### src/sil_pkg.sv
// Package with register map, field layout and carrier types for the sensor interrupt logic.
// Functional notes
// - The interrupt pin is driven only while the output enable bit, bit 0 of the interrupt configuration register, is one.
// - The device forms the bitwise AND of the interrupt enable register and the interrupt status register.
// - The interrupt pin is asserted whenever any bit of that masked result is one.
// - A one written to a status bit clears that bit, and a zero leaves it unchanged.
// - Status bits are set from sequencer events as steered by the enable register; the two mode registers are stored only.
// - Proximity one sits at status bit 2, proximity two at bit 3, proximity three at bit 4 and ambient light at bits 1:0.
// - Proximity one raises a status bit after every sample only while enable bit 2 is one.
// - Proximity two raises a status bit after every sample only while enable bit 3 is one.
// - Proximity three raises a status bit after every sample only while enable bit 4 is one.
// - Ambient light enable code 00 gives no interrupt and code 01 sets the light status after every visible or UV sample.
package sil_pkg;
  localparam logic [7:0] SIL_ADDR_INT_CFG = 8'h03;
  localparam logic [7:0] SIL_ADDR_IRQ_ENABLE = 8'h04;
  localparam logic [7:0] SIL_ADDR_IRQ_MODE_FIRST = 8'h05;
  localparam logic [7:0] SIL_ADDR_IRQ_MODE_SECOND = 8'h06;
  localparam logic [7:0] SIL_ADDR_IRQ_STATUS = 8'h21;
  localparam logic [7:0] SIL_RST_INT_CFG = 8'h00;
  localparam logic [7:0] SIL_RST_IRQ_ENABLE = 8'h00;
  localparam logic [7:0] SIL_RST_IRQ_MODE = 8'h00;
  localparam logic [7:0] SIL_RST_IRQ_STATUS = 8'h00;
  localparam int SIL_BIT_INT_OE = 0;
  localparam int SIL_BIT_PROX_ONE = 2;
  localparam int SIL_BIT_PROX_TWO = 3;
  localparam int SIL_BIT_PROX_THREE = 4;
  localparam int SIL_LIGHT_LSB = 0;
  localparam logic [7:0] SIL_STATUS_IMPL_MASK = 8'h1f;
  localparam logic [7:0] SIL_ENABLE_IMPL_MASK = 8'h1f;
  localparam logic [1:0] SIL_LIGHT_OFF = 2'h0;
  localparam logic [1:0] SIL_LIGHT_EVERY = 2'h1;
  localparam int SIL_NUM_SRC = 4;

  typedef struct packed {
    logic wr;
    logic rd;
    logic [7:0] addr;
    logic [7:0] wdata;
  } sil_reg_req_t;

  typedef struct packed {
    logic prox_one;
    logic prox_two;
    logic prox_three;
    logic light;
  } sil_sample_t;
endpackage

### src/sil_src_flag.sv
// One sticky status flag with event set and write-one clear.
`timescale 1ns/1ns
module sil_src_flag
  import sil_pkg::*;
(
  input wire logic core_clk,
  input wire logic rst_n,
  input wire logic set_ev,
  input wire logic clr_ev,
  output logic flag_r
);
  logic flag_nxt;

  // The set wins over a clear in the same cycle so no sample is lost.
  assign flag_nxt = set_ev ? 1'b1 : (clr_ev ? 1'b0 : flag_r);

  always_ff @(posedge core_clk)
  begin
    if (!rst_n)
      flag_r <= 1'b0;
    else
      flag_r <= flag_nxt;
  end
endmodule

### src/sil_irq_top.sv
// Interrupt configuration, enable, mode and status registers with the interrupt pin drive.
`timescale 1ns/1ns
module sil_irq_top
  import sil_pkg::*;
(
  input wire logic core_clk,
  input wire logic rst_n,
  input sil_reg_req_t reg_req,
  input sil_sample_t sample_done,
  output logic [7:0] reg_rdata_r,
  output logic int_pin_o_r,
  output logic int_pin_oe_r
);
  logic [7:0] int_cfg_r;
  logic [7:0] irq_enable_r;
  logic [7:0] irq_mode_first_r;
  logic [7:0] irq_mode_second_r;
  logic [7:0] reg_rdata_nxt;
  logic [SIL_NUM_SRC-1:0] flag_r;
  logic [SIL_NUM_SRC-1:0] set_ev;
  logic [SIL_NUM_SRC-1:0] clr_ev;

  wire sel_cfg = reg_req.addr == SIL_ADDR_INT_CFG;
  wire sel_en = reg_req.addr == SIL_ADDR_IRQ_ENABLE;
  wire sel_m1 = reg_req.addr == SIL_ADDR_IRQ_MODE_FIRST;
  wire sel_m2 = reg_req.addr == SIL_ADDR_IRQ_MODE_SECOND;
  wire sel_st = reg_req.addr == SIL_ADDR_IRQ_STATUS;
  wire status_clr = reg_req.wr && sel_st;

  wire prox_one_irq_enable = irq_enable_r[SIL_BIT_PROX_ONE];
  wire prox_two_irq_enable = irq_enable_r[SIL_BIT_PROX_TWO];
  wire prox_three_irq_enable = irq_enable_r[SIL_BIT_PROX_THREE];
  wire [1:0] light_irq_enable = irq_enable_r[SIL_LIGHT_LSB+1:SIL_LIGHT_LSB];

  // Threshold modes are not modelled, so the mode registers are stored only and never widen the set terms.
  assign set_ev[0] = sample_done.prox_one && prox_one_irq_enable;
  assign set_ev[1] = sample_done.prox_two && prox_two_irq_enable;
  assign set_ev[2] = sample_done.prox_three && prox_three_irq_enable;
  assign set_ev[3] = sample_done.light && (light_irq_enable == SIL_LIGHT_EVERY);

  assign clr_ev[0] = status_clr && reg_req.wdata[SIL_BIT_PROX_ONE];
  assign clr_ev[1] = status_clr && reg_req.wdata[SIL_BIT_PROX_TWO];
  assign clr_ev[2] = status_clr && reg_req.wdata[SIL_BIT_PROX_THREE];
  assign clr_ev[3] = status_clr && reg_req.wdata[SIL_LIGHT_LSB];

  genvar gi;
  generate
    for (gi = 0; gi < SIL_NUM_SRC; gi++)
    begin : g_flag
      sil_src_flag u_flag (
        .core_clk(core_clk),
        .rst_n(rst_n),
        .set_ev(set_ev[gi]),
        .clr_ev(clr_ev[gi]),
        .flag_r(flag_r[gi])
      );
    end
  endgenerate

  wire prox_one_irq_flag = flag_r[0];
  wire prox_two_irq_flag = flag_r[1];
  wire prox_three_irq_flag = flag_r[2];
  // Light status is a two-bit field; only its low bit is ever set by per-sample events.
  wire [1:0] light_irq_flag = {1'b0, flag_r[3]};
  wire [7:0] irq_status = {3'h0, prox_three_irq_flag, prox_two_irq_flag, prox_one_irq_flag,
                           light_irq_flag};
  wire [7:0] masked = irq_status & irq_enable_r;
  wire int_active = |masked;
  wire int_oe_nxt = int_cfg_r[SIL_BIT_INT_OE];

  assign reg_rdata_nxt = sel_cfg ? int_cfg_r :
                         sel_en ? irq_enable_r :
                         sel_m1 ? irq_mode_first_r :
                         sel_m2 ? irq_mode_second_r :
                         sel_st ? irq_status : 8'h00;

  // Each register has its own short process, so a write to one address can never disturb another.
  wire cfg_we = reg_req.wr && sel_cfg;
  wire en_we = reg_req.wr && sel_en;
  wire m1_we = reg_req.wr && sel_m1;
  wire m2_we = reg_req.wr && sel_m2;
  wire [7:0] int_cfg_nxt = cfg_we ? (reg_req.wdata & 8'h01) : int_cfg_r;
  wire [7:0] irq_enable_nxt = en_we ? (reg_req.wdata & SIL_ENABLE_IMPL_MASK) : irq_enable_r;
  wire [7:0] irq_mode_first_nxt = m1_we ? reg_req.wdata : irq_mode_first_r;
  wire [7:0] irq_mode_second_nxt = m2_we ? reg_req.wdata : irq_mode_second_r;

  always_ff @(posedge core_clk)
  begin
    if (!rst_n)
      int_cfg_r <= SIL_RST_INT_CFG;
    else
      int_cfg_r <= int_cfg_nxt;
  end

  always_ff @(posedge core_clk)
  begin
    if (!rst_n)
      irq_enable_r <= SIL_RST_IRQ_ENABLE;
    else
      irq_enable_r <= irq_enable_nxt;
  end

  always_ff @(posedge core_clk)
  begin
    if (!rst_n)
      irq_mode_first_r <= SIL_RST_IRQ_MODE;
    else
      irq_mode_first_r <= irq_mode_first_nxt;
  end

  always_ff @(posedge core_clk)
  begin
    if (!rst_n)
      irq_mode_second_r <= SIL_RST_IRQ_MODE;
    else
      irq_mode_second_r <= irq_mode_second_nxt;
  end

  always_ff @(posedge core_clk)
  begin
    if (!rst_n)
      reg_rdata_r <= 8'h00;
    else if (reg_req.rd)
      reg_rdata_r <= reg_rdata_nxt;
  end

  // The pin is active low and open drain style: it pulls low only when enabled and pending.
  always_ff @(posedge core_clk)
  begin
    if (!rst_n)
    begin
      int_pin_o_r <= 1'b1;
      int_pin_oe_r <= 1'b0;
    end
    else
    begin
      int_pin_o_r <= ~int_active;
      int_pin_oe_r <= int_oe_nxt && int_active;
    end
  end

  pin_gate_a: assert property (@(posedge core_clk) disable iff (!rst_n)
    int_pin_oe_r |-> $past(int_cfg_r[SIL_BIT_INT_OE]))
    else $error("pin driven while output disabled");

  cfg_off_a: assert property (@(posedge core_clk) disable iff (!rst_n)
    !int_cfg_r[SIL_BIT_INT_OE] |=> !int_pin_oe_r)
    else $error("pin driven after output disable");

  pin_level_a: assert property (@(posedge core_clk) disable iff (!rst_n)
    ##1 (int_pin_o_r == ~$past(|(irq_status & irq_enable_r))))
    else $error("pin level not masked status");

  pin_assert_a: assert property (@(posedge core_clk) disable iff (!rst_n)
    (int_cfg_r[SIL_BIT_INT_OE] && int_active) |=> int_pin_oe_r)
    else $error("pending interrupt not driven");

  pin_quiet_a: assert property (@(posedge core_clk) disable iff (!rst_n)
    !int_active |=> !int_pin_oe_r)
    else $error("pin driven with nothing pending");

  status_hold_a: assert property (@(posedge core_clk) disable iff (!rst_n)
    (flag_r[0] && !clr_ev[0]) |=> flag_r[0])
    else $error("flag dropped without host clear");

  set_wins_a: assert property (@(posedge core_clk) disable iff (!rst_n)
    (set_ev[0] && clr_ev[0]) |=> flag_r[0])
    else $error("clear beat a same cycle set");

  status_clear_a: assert property (@(posedge core_clk) disable iff (!rst_n)
    (clr_ev[1] && !set_ev[1]) |=> !flag_r[1])
    else $error("write one did not clear");

  light_clear_a: assert property (@(posedge core_clk) disable iff (!rst_n)
    (clr_ev[3] && !set_ev[3]) |=> !flag_r[3])
    else $error("write one did not clear light");

  zero_write_a: assert property (@(posedge core_clk) disable iff (!rst_n)
    (status_clr && !reg_req.wdata[SIL_BIT_PROX_TWO] && flag_r[1]) |=> flag_r[1])
    else $error("zero write cleared a flag");

  status_read_a: assert property (@(posedge core_clk) disable iff (!rst_n)
    (reg_req.rd && sel_st) |=> (reg_rdata_r[SIL_BIT_PROX_THREE] == $past(flag_r[2]) && !reg_rdata_r[SIL_LIGHT_LSB+1]))
    else $error("status bits read from wrong place");

  prox_one_set_a: assert property (@(posedge core_clk) disable iff (!rst_n)
    (sample_done.prox_one && prox_one_irq_enable) |=> irq_status[SIL_BIT_PROX_ONE])
    else $error("prox one not set");

  prox_one_off_a: assert property (@(posedge core_clk) disable iff (!rst_n)
    (!flag_r[0] && !prox_one_irq_enable) |=> !flag_r[0])
    else $error("prox one set while disabled");

  prox_two_set_a: assert property (@(posedge core_clk) disable iff (!rst_n)
    (sample_done.prox_two && prox_two_irq_enable) |=> irq_status[SIL_BIT_PROX_TWO])
    else $error("prox two not set");

  prox_two_off_a: assert property (@(posedge core_clk) disable iff (!rst_n)
    (!flag_r[1] && !prox_two_irq_enable) |=> !flag_r[1])
    else $error("prox two set while disabled");

  prox_three_set_a: assert property (@(posedge core_clk) disable iff (!rst_n)
    (sample_done.prox_three && prox_three_irq_enable) |=> irq_status[SIL_BIT_PROX_THREE])
    else $error("prox three not set");

  prox_three_off_a: assert property (@(posedge core_clk) disable iff (!rst_n)
    (!flag_r[2] && !prox_three_irq_enable) |=> !flag_r[2])
    else $error("prox three set while disabled");

  light_set_a: assert property (@(posedge core_clk) disable iff (!rst_n)
    (sample_done.light && light_irq_enable == SIL_LIGHT_EVERY) |=> irq_status[SIL_LIGHT_LSB])
    else $error("light not set");

  light_off_a: assert property (@(posedge core_clk) disable iff (!rst_n)
    (!flag_r[3] && light_irq_enable == SIL_LIGHT_OFF) |=> !flag_r[3])
    else $error("light set while disabled");

  light_code_a: assert property (@(posedge core_clk) disable iff (!rst_n)
    (!flag_r[3] && light_irq_enable != SIL_LIGHT_EVERY) |=> !flag_r[3])
    else $error("light set for off code");

  pin_fire_c: cover property (@(posedge core_clk) disable iff (!rst_n) $rose(int_pin_oe_r));
  ack_c: cover property (@(posedge core_clk) disable iff (!rst_n) int_pin_oe_r ##1 status_clr ##2 !int_pin_oe_r);
  set_clear_c: cover property (@(posedge core_clk) disable iff (!rst_n) set_ev[0] && clr_ev[0]);
  light_code_c: cover property (@(posedge core_clk) disable iff (!rst_n) sample_done.light && light_irq_enable[1]);
  mode_write_c: cover property (@(posedge core_clk) disable iff (!rst_n) m1_we ##[1:4] m2_we);
endmodule

### config.mk
export PLATFORM = sky130hd
export DESIGN_NAME = sil_irq_top
export DESIGN_NICKNAME = d
export VERILOG_FILES = /design/src/sil_pkg.sv /design/src/sil_src_flag.sv /design/src/sil_irq_top.sv
export SDC_FILE = /design/constraint.sdc
export NUM_CORES = 1
export LEC_CHECK = 0
export BUFFER_PORTS_ARGS = -buffer_cell sky130_fd_sc_hd__buf_2
export CAP_MARGIN = 20
export CORE_UTILIZATION = 40
export DETAILED_ROUTE_END_ITERATION = 7
export GPL_TIMING_DRIVEN = 0
export PLACE_DENSITY_LB_ADDON = 0.12
export SLEW_MARGIN = 10
export SYNTH_ARGS = -nofsm -noshare
export SYNTH_HDL_FRONTEND = slang
export SYNTH_HIERARCHICAL = 1
export SYNTH_SLANG_ARGS = --single-unit
### constraint.sdc
create_clock -name core_clk -period 3.5 [get_ports core_clk]
set_input_delay 0.525 -clock core_clk [delete_from_list [all_inputs] [get_ports core_clk]]
set_output_delay 0.525 -clock core_clk [all_outputs]
set_load 0.01 [all_outputs]
-- Yosys cells after proc, flatten, opt, wreduce, memory -nomap -nowiden
Cells that the tools add are included.
- register bits after elaboration: 36
- bits of input ports: 24
- equality and inequality tests: 6
- reduce and logical (&&, ||, !) cells: 19
- bitwise gates (word level): 2
- mux-type cells: 13
- operator list (operator ; number):
    8-bit two-way mux ; 4
    8-bit by 3-bit equality test with 1-bit output (second input constant) ; 3
    1-bit logical AND ; 14
    8-bit by 2-bit equality test with 1-bit output (second input constant) ; 1
    8-bit by 6-bit equality test with 1-bit output (second input constant) ; 1
    1-bit two-way mux ; 8
    2-bit nonzero test ; 4
    8-bit OR reduction ; 1
    5-bit bitwise AND ; 1
    5-bit two-way mux ; 1
    2-bit by 1-bit equality test with 1-bit output (second input constant) ; 1
    1-bit inverter ; 1

-- Depth between registers and ports, before layout
- word-level depth: 6
- gate-level depth with buffers: 6
- depth with buffers taken out: 6

-- Hierarchy
Netlist, hierarchy kept.
- by module, submodules not included (module ; seq. area each (um^2) ; area an instance (um^2) ; cells an instance ; instances):
    sil_irq_top ; 640.6 ; 1547.7 ; 176 ; 1
    sil_src_flag ; 20.0 ; 41.3 ; 3 ; 4

-- Least setup slack after synthesis
No wires, ideal clock.
- kind: input -> register
- start: input port reg_req[12] in the netlist's numbering
- end: register g_flag[0].u_flag.flag_r
- setup time: 0.115 ns
- setup slack: 1.695 ns
- required time: 3.385 ns
- buffers on the path: 0
- arrival time: 1.691 ns
- stages: 6
- cell sequence: nor4_4 nand3b_1 nor2_1 and2_1 nor2b_4 o21a_1
- longest elaborated chain between the ends: 4
- RTL lines (element ; line ; text):
    start: declaration ; sil_irq_top.sv:8 ; input sil_reg_req_t reg_req,
    8-bit by 6-bit equality test with 1-bit output ; sil_irq_top.sv:27 ; wire sel_st = reg_req.addr == SIL_ADDR_IRQ_STATUS;
    1-bit logical AND ; sil_irq_top.sv:28 ; wire status_clr = reg_req.wr && sel_st;
    1-bit logical AND ; sil_irq_top.sv:41 ; assign clr_ev[0] = status_clr && reg_req.wdata[SIL_BIT_PROX_ONE];
    net clr_ev[0] ; sil_irq_top.sv:21 ; logic [SIL_NUM_SRC-1:0] clr_ev;
    2-bit nonzero test (no line) ; - ;
    end signal: assignment ; sil_src_flag.sv:22 ; flag_r <= flag_nxt;
    end: declaration ; sil_src_flag.sv:10 ; output logic flag_r
The timed path passes the listed nets, and every way through them passes these cells.
A chain may end at the register's enable or synchronous reset.

-- Worst setup path in the final report
- start: input port reg_req[12] in the netlist's numbering
- end: register g_flag[1].u_flag.flag_r
- longest elaborated chain between the ends: 4
- RTL lines (element ; line ; text):
    8-bit by 6-bit equality test with 1-bit output ; sil_irq_top.sv:27 ;
    1-bit logical AND ; sil_irq_top.sv:28 ;
    1-bit logical AND ; sil_irq_top.sv:42 ; assign clr_ev[1] = status_clr && reg_req.wdata[SIL_BIT_PROX_TWO];
    net clr_ev[1] ; sil_irq_top.sv:21 ;
    2-bit nonzero test (no line) ; - ;
    end signal: assignment ; sil_src_flag.sv:22 ;
    end: declaration ; sil_src_flag.sv:10 ;
The timed path passes the listed nets, and every way through them passes these cells.

==> reports/results.txt <==
CP required - 3.70 ns
RSZ-0062 raised after global routing - false
Setup bufs post-CTS - 0
Worst-Margin Slew - 0.660 ns
Global-route wire length before repair - 6.91 mm
CTS tree - yes
Syn nets - 212
Core footprint - 4060 µm²
Simple-Gate Fraction of Synth Area - 31.3%
Setup CP Type - input pin to register
Gate Count Post-Synth - 188
# IOs - 34
Worst min path class - register to register
Outcome - completed
Complex-gate fraction of the synthesized area - 20.5%
Largest family of logic cells by synthesized area - simple AND/OR/NAND/NOR gates
Mux contribution to synthesized area - 1.75%
Number of buffers added on ports - 33
Clk buf depth - 2
Multi-input gate area - 917 µm²
Vias in the first global route - 1447
Final TNS setup - 0 ns
Fmax - 0.500 GHz
Synth top area cells - dfxtp_1 (42%), o21ai_0 (8.2%), nand3_1 (7.6%)
DRT iter0 DRCs - 97
GRT Total Usage - 21.5%
Post-synth top area share - 42.1%
Remaining Overflow, GRT - 0
Worst-Skew Late Latency - 0.29 ns
Flip-flop and latch area - 721 µm²
Reg clk slew, reported paths - 0.07 ns
Full die area - 4550 µm²
Finish-stage setup viols - 0
Lkg Pwr - 0.830 nW
Area growth syn-to-layout - 20.7%
Routed vias - 1543
Final instance area - 2070 µm²
Crit-path max FO - 9
Rows - 23
PwrDens - 423 nW/µm²
DRT Pass-1 Iters - 4
WHS - 0.466 ns
Ys flop type - dfxtp_1
Avg Inst Size Synth - 9.11 µm²
Placed cell area - 1940 µm²
Max-slew violations - 0
Syn. warnings - 6
TritonCTS sink count - 36
Vias/cell - 5.53
Top-count cell post-synth - dfxtp_1
Remaining antenna violation count after routing - 0
Placer Congestion - 0.877
Dpl hpwl - 3.17 mm
Synth Area in XOR/XNOR - 0%
Startpoint class of the critical path - input pin
Num CTS Buffers - 5
DRC - 0
Yosys top cell by area - dfxtp_1
# hold bufs at CTS - 0
Post-CTS Resized - 0
#FFs+latches synth - 36
Async S/R FF share, synth - 0%
Min Tclk post-route - 2.00 ns
Yosys cell types - 39
# Max-Cap Violations - 0
Clk_skew - 0.00685 ns
Initial antenna violation count - 0
WL final - 4.26 mm
CP Capture Type - register
Sequential-to-total area share from yosys stat - 42.1%
Layout cells sized above 1 - 25.8%
Overall power - 0.000873 W
DIE WIDTH - 67.4 µm
Initial core utilization - 42.2%
H-tree levels - 2
Fin nets - 252
Root buffer cell - clkbuf_8
Die Y - 67.4 µm
Top cells by count, synth - dfxtp_1 (36), o21ai_0 (28), nand3_1 (26)
Ant diodes - 0
Mapped cell area - 1710 µm²
Post-synth EDFFs - 0
Layout fillers - 409
Final Hold Viols - 0
Final Cycle Share - 57.1%
Pin count of the biggest net entering global routing - 12
Routed WL per cell - 15.3 µm
Worst slew margin - 55.7%
Post-synthesis adder-cell area fraction - 0%
Peak supply drop - 0.292 mV
WP data arrival - 2.19 ns
## flip-flops by register name, summed over array words and instances (netlist names)
name                  count
irq_mode_second_r         8
g_flag.u_flag/flag_r      4
int_cfg_r                 1
irq_enable_r              5
irq_mode_first_r          8
int_pin_oe_r              1
int_pin_o_r               1
reg_rdata_r               8
## kinds of logic after synthesis
kind of cell | count (synthesis)
AOI/OAI and AO/OA | 55
buffers and inverters | 14
DFF | 36
muxes | 3
and+or+nand+nor | 80
## power breakdown
part	internal, W	switching [W]	total (W)
Clock	0.000251	0.000150	0.000402
Combinational	0.0000228	0.0000382	0.0000610
Sequential	0.000410	0.000000500	0.000411
## per-stage QoR
stage / std cells / util [%] / setup WS, ns
floorplan: 188 / - / 1.69
global placement: 271 / 47.8 / 1.30
detailed placement: 271 / 47.8 / 1.19
CTS: 279 / 50.9 / 1.52
global route: 279 / 50.9 / 1.43
finish: 279 / 50.9 / 1.50
## critical path, stage by stage
cell and delay, ns:
buf_2 0.11, nor4_4 0.62, nand3b_1 0.15, nor2_1 0.33
and2_1 0.24, nor2b_4 0.05, o21a_1 0.15
## placed cells by master (no fill, tap or decap), types with 2 or more instances in the layout
| cell | instances |
|---|---|
| dfxtp_1 | 36 |
| and2_1 | 8 |
| o21a_1 | 4 |
| buf_2 | 36 |
| clkbuf_1 | 4 |
| a21oi_1 | 3 |
| a22o_1 | 5 |
| nor2b_4 | 4 |
| inv_1 | 4 |
| a22oi_1 | 2 |
| a32o_1 | 3 |
| nand3b_1 | 2 |
| mux2i_1 | 3 |
| nand4_4 | 2 |
| nand3_1 | 26 |
| nand2b_1 | 8 |
| nor2_1 | 2 |
| a21boi_1 | 2 |
| o21ai_0 | 28 |
| nor2b_1 | 4 |
| a31oi_1 | 2 |
| and3b_1 | 2 |
| a21boi_0 | 3 |
| clkbuf_8 | 7 |
| nand2_1 | 12 |
| buf_6 | 2 |
## metal layers
layer	vias up	track usage, %	wire (µm)
met5	-	0	0
met4	0	8.78	71
met3	6	5.91	290
met2	54	34.8	1980
met1	728	26.8	1920
li1	755	-	-
## final timing paths
path	end	startpoint	cells after the start	slack, ns
worst max-delay path	g_flag[1].u_flag/flag_r	reg_req[12]	7	1.50
worst min register to register	reg_rdata_r[1]	reg_rdata_r[1]	2	0.47
worst max register to register	reg_rdata_r[0]	irq_enable_r[0]	4	2.37
worst min-delay path	reg_rdata_r[1]	reg_rdata_r[1]	2	0.47
## final cells by class
type | instances | area share [%]
multi-input cells | 138 | 44.4
flip-flops and latches | 36 | 34.9
repair buffers | 33 | 7.99
clock buffers | 7 | 4.66
well taps | 50 | 3.03
plain buffers | 10 | 2.91
clock inverters | 1 | 1.45
inverters | 4 | 0.726
Power figures use the tool's default switching activity.
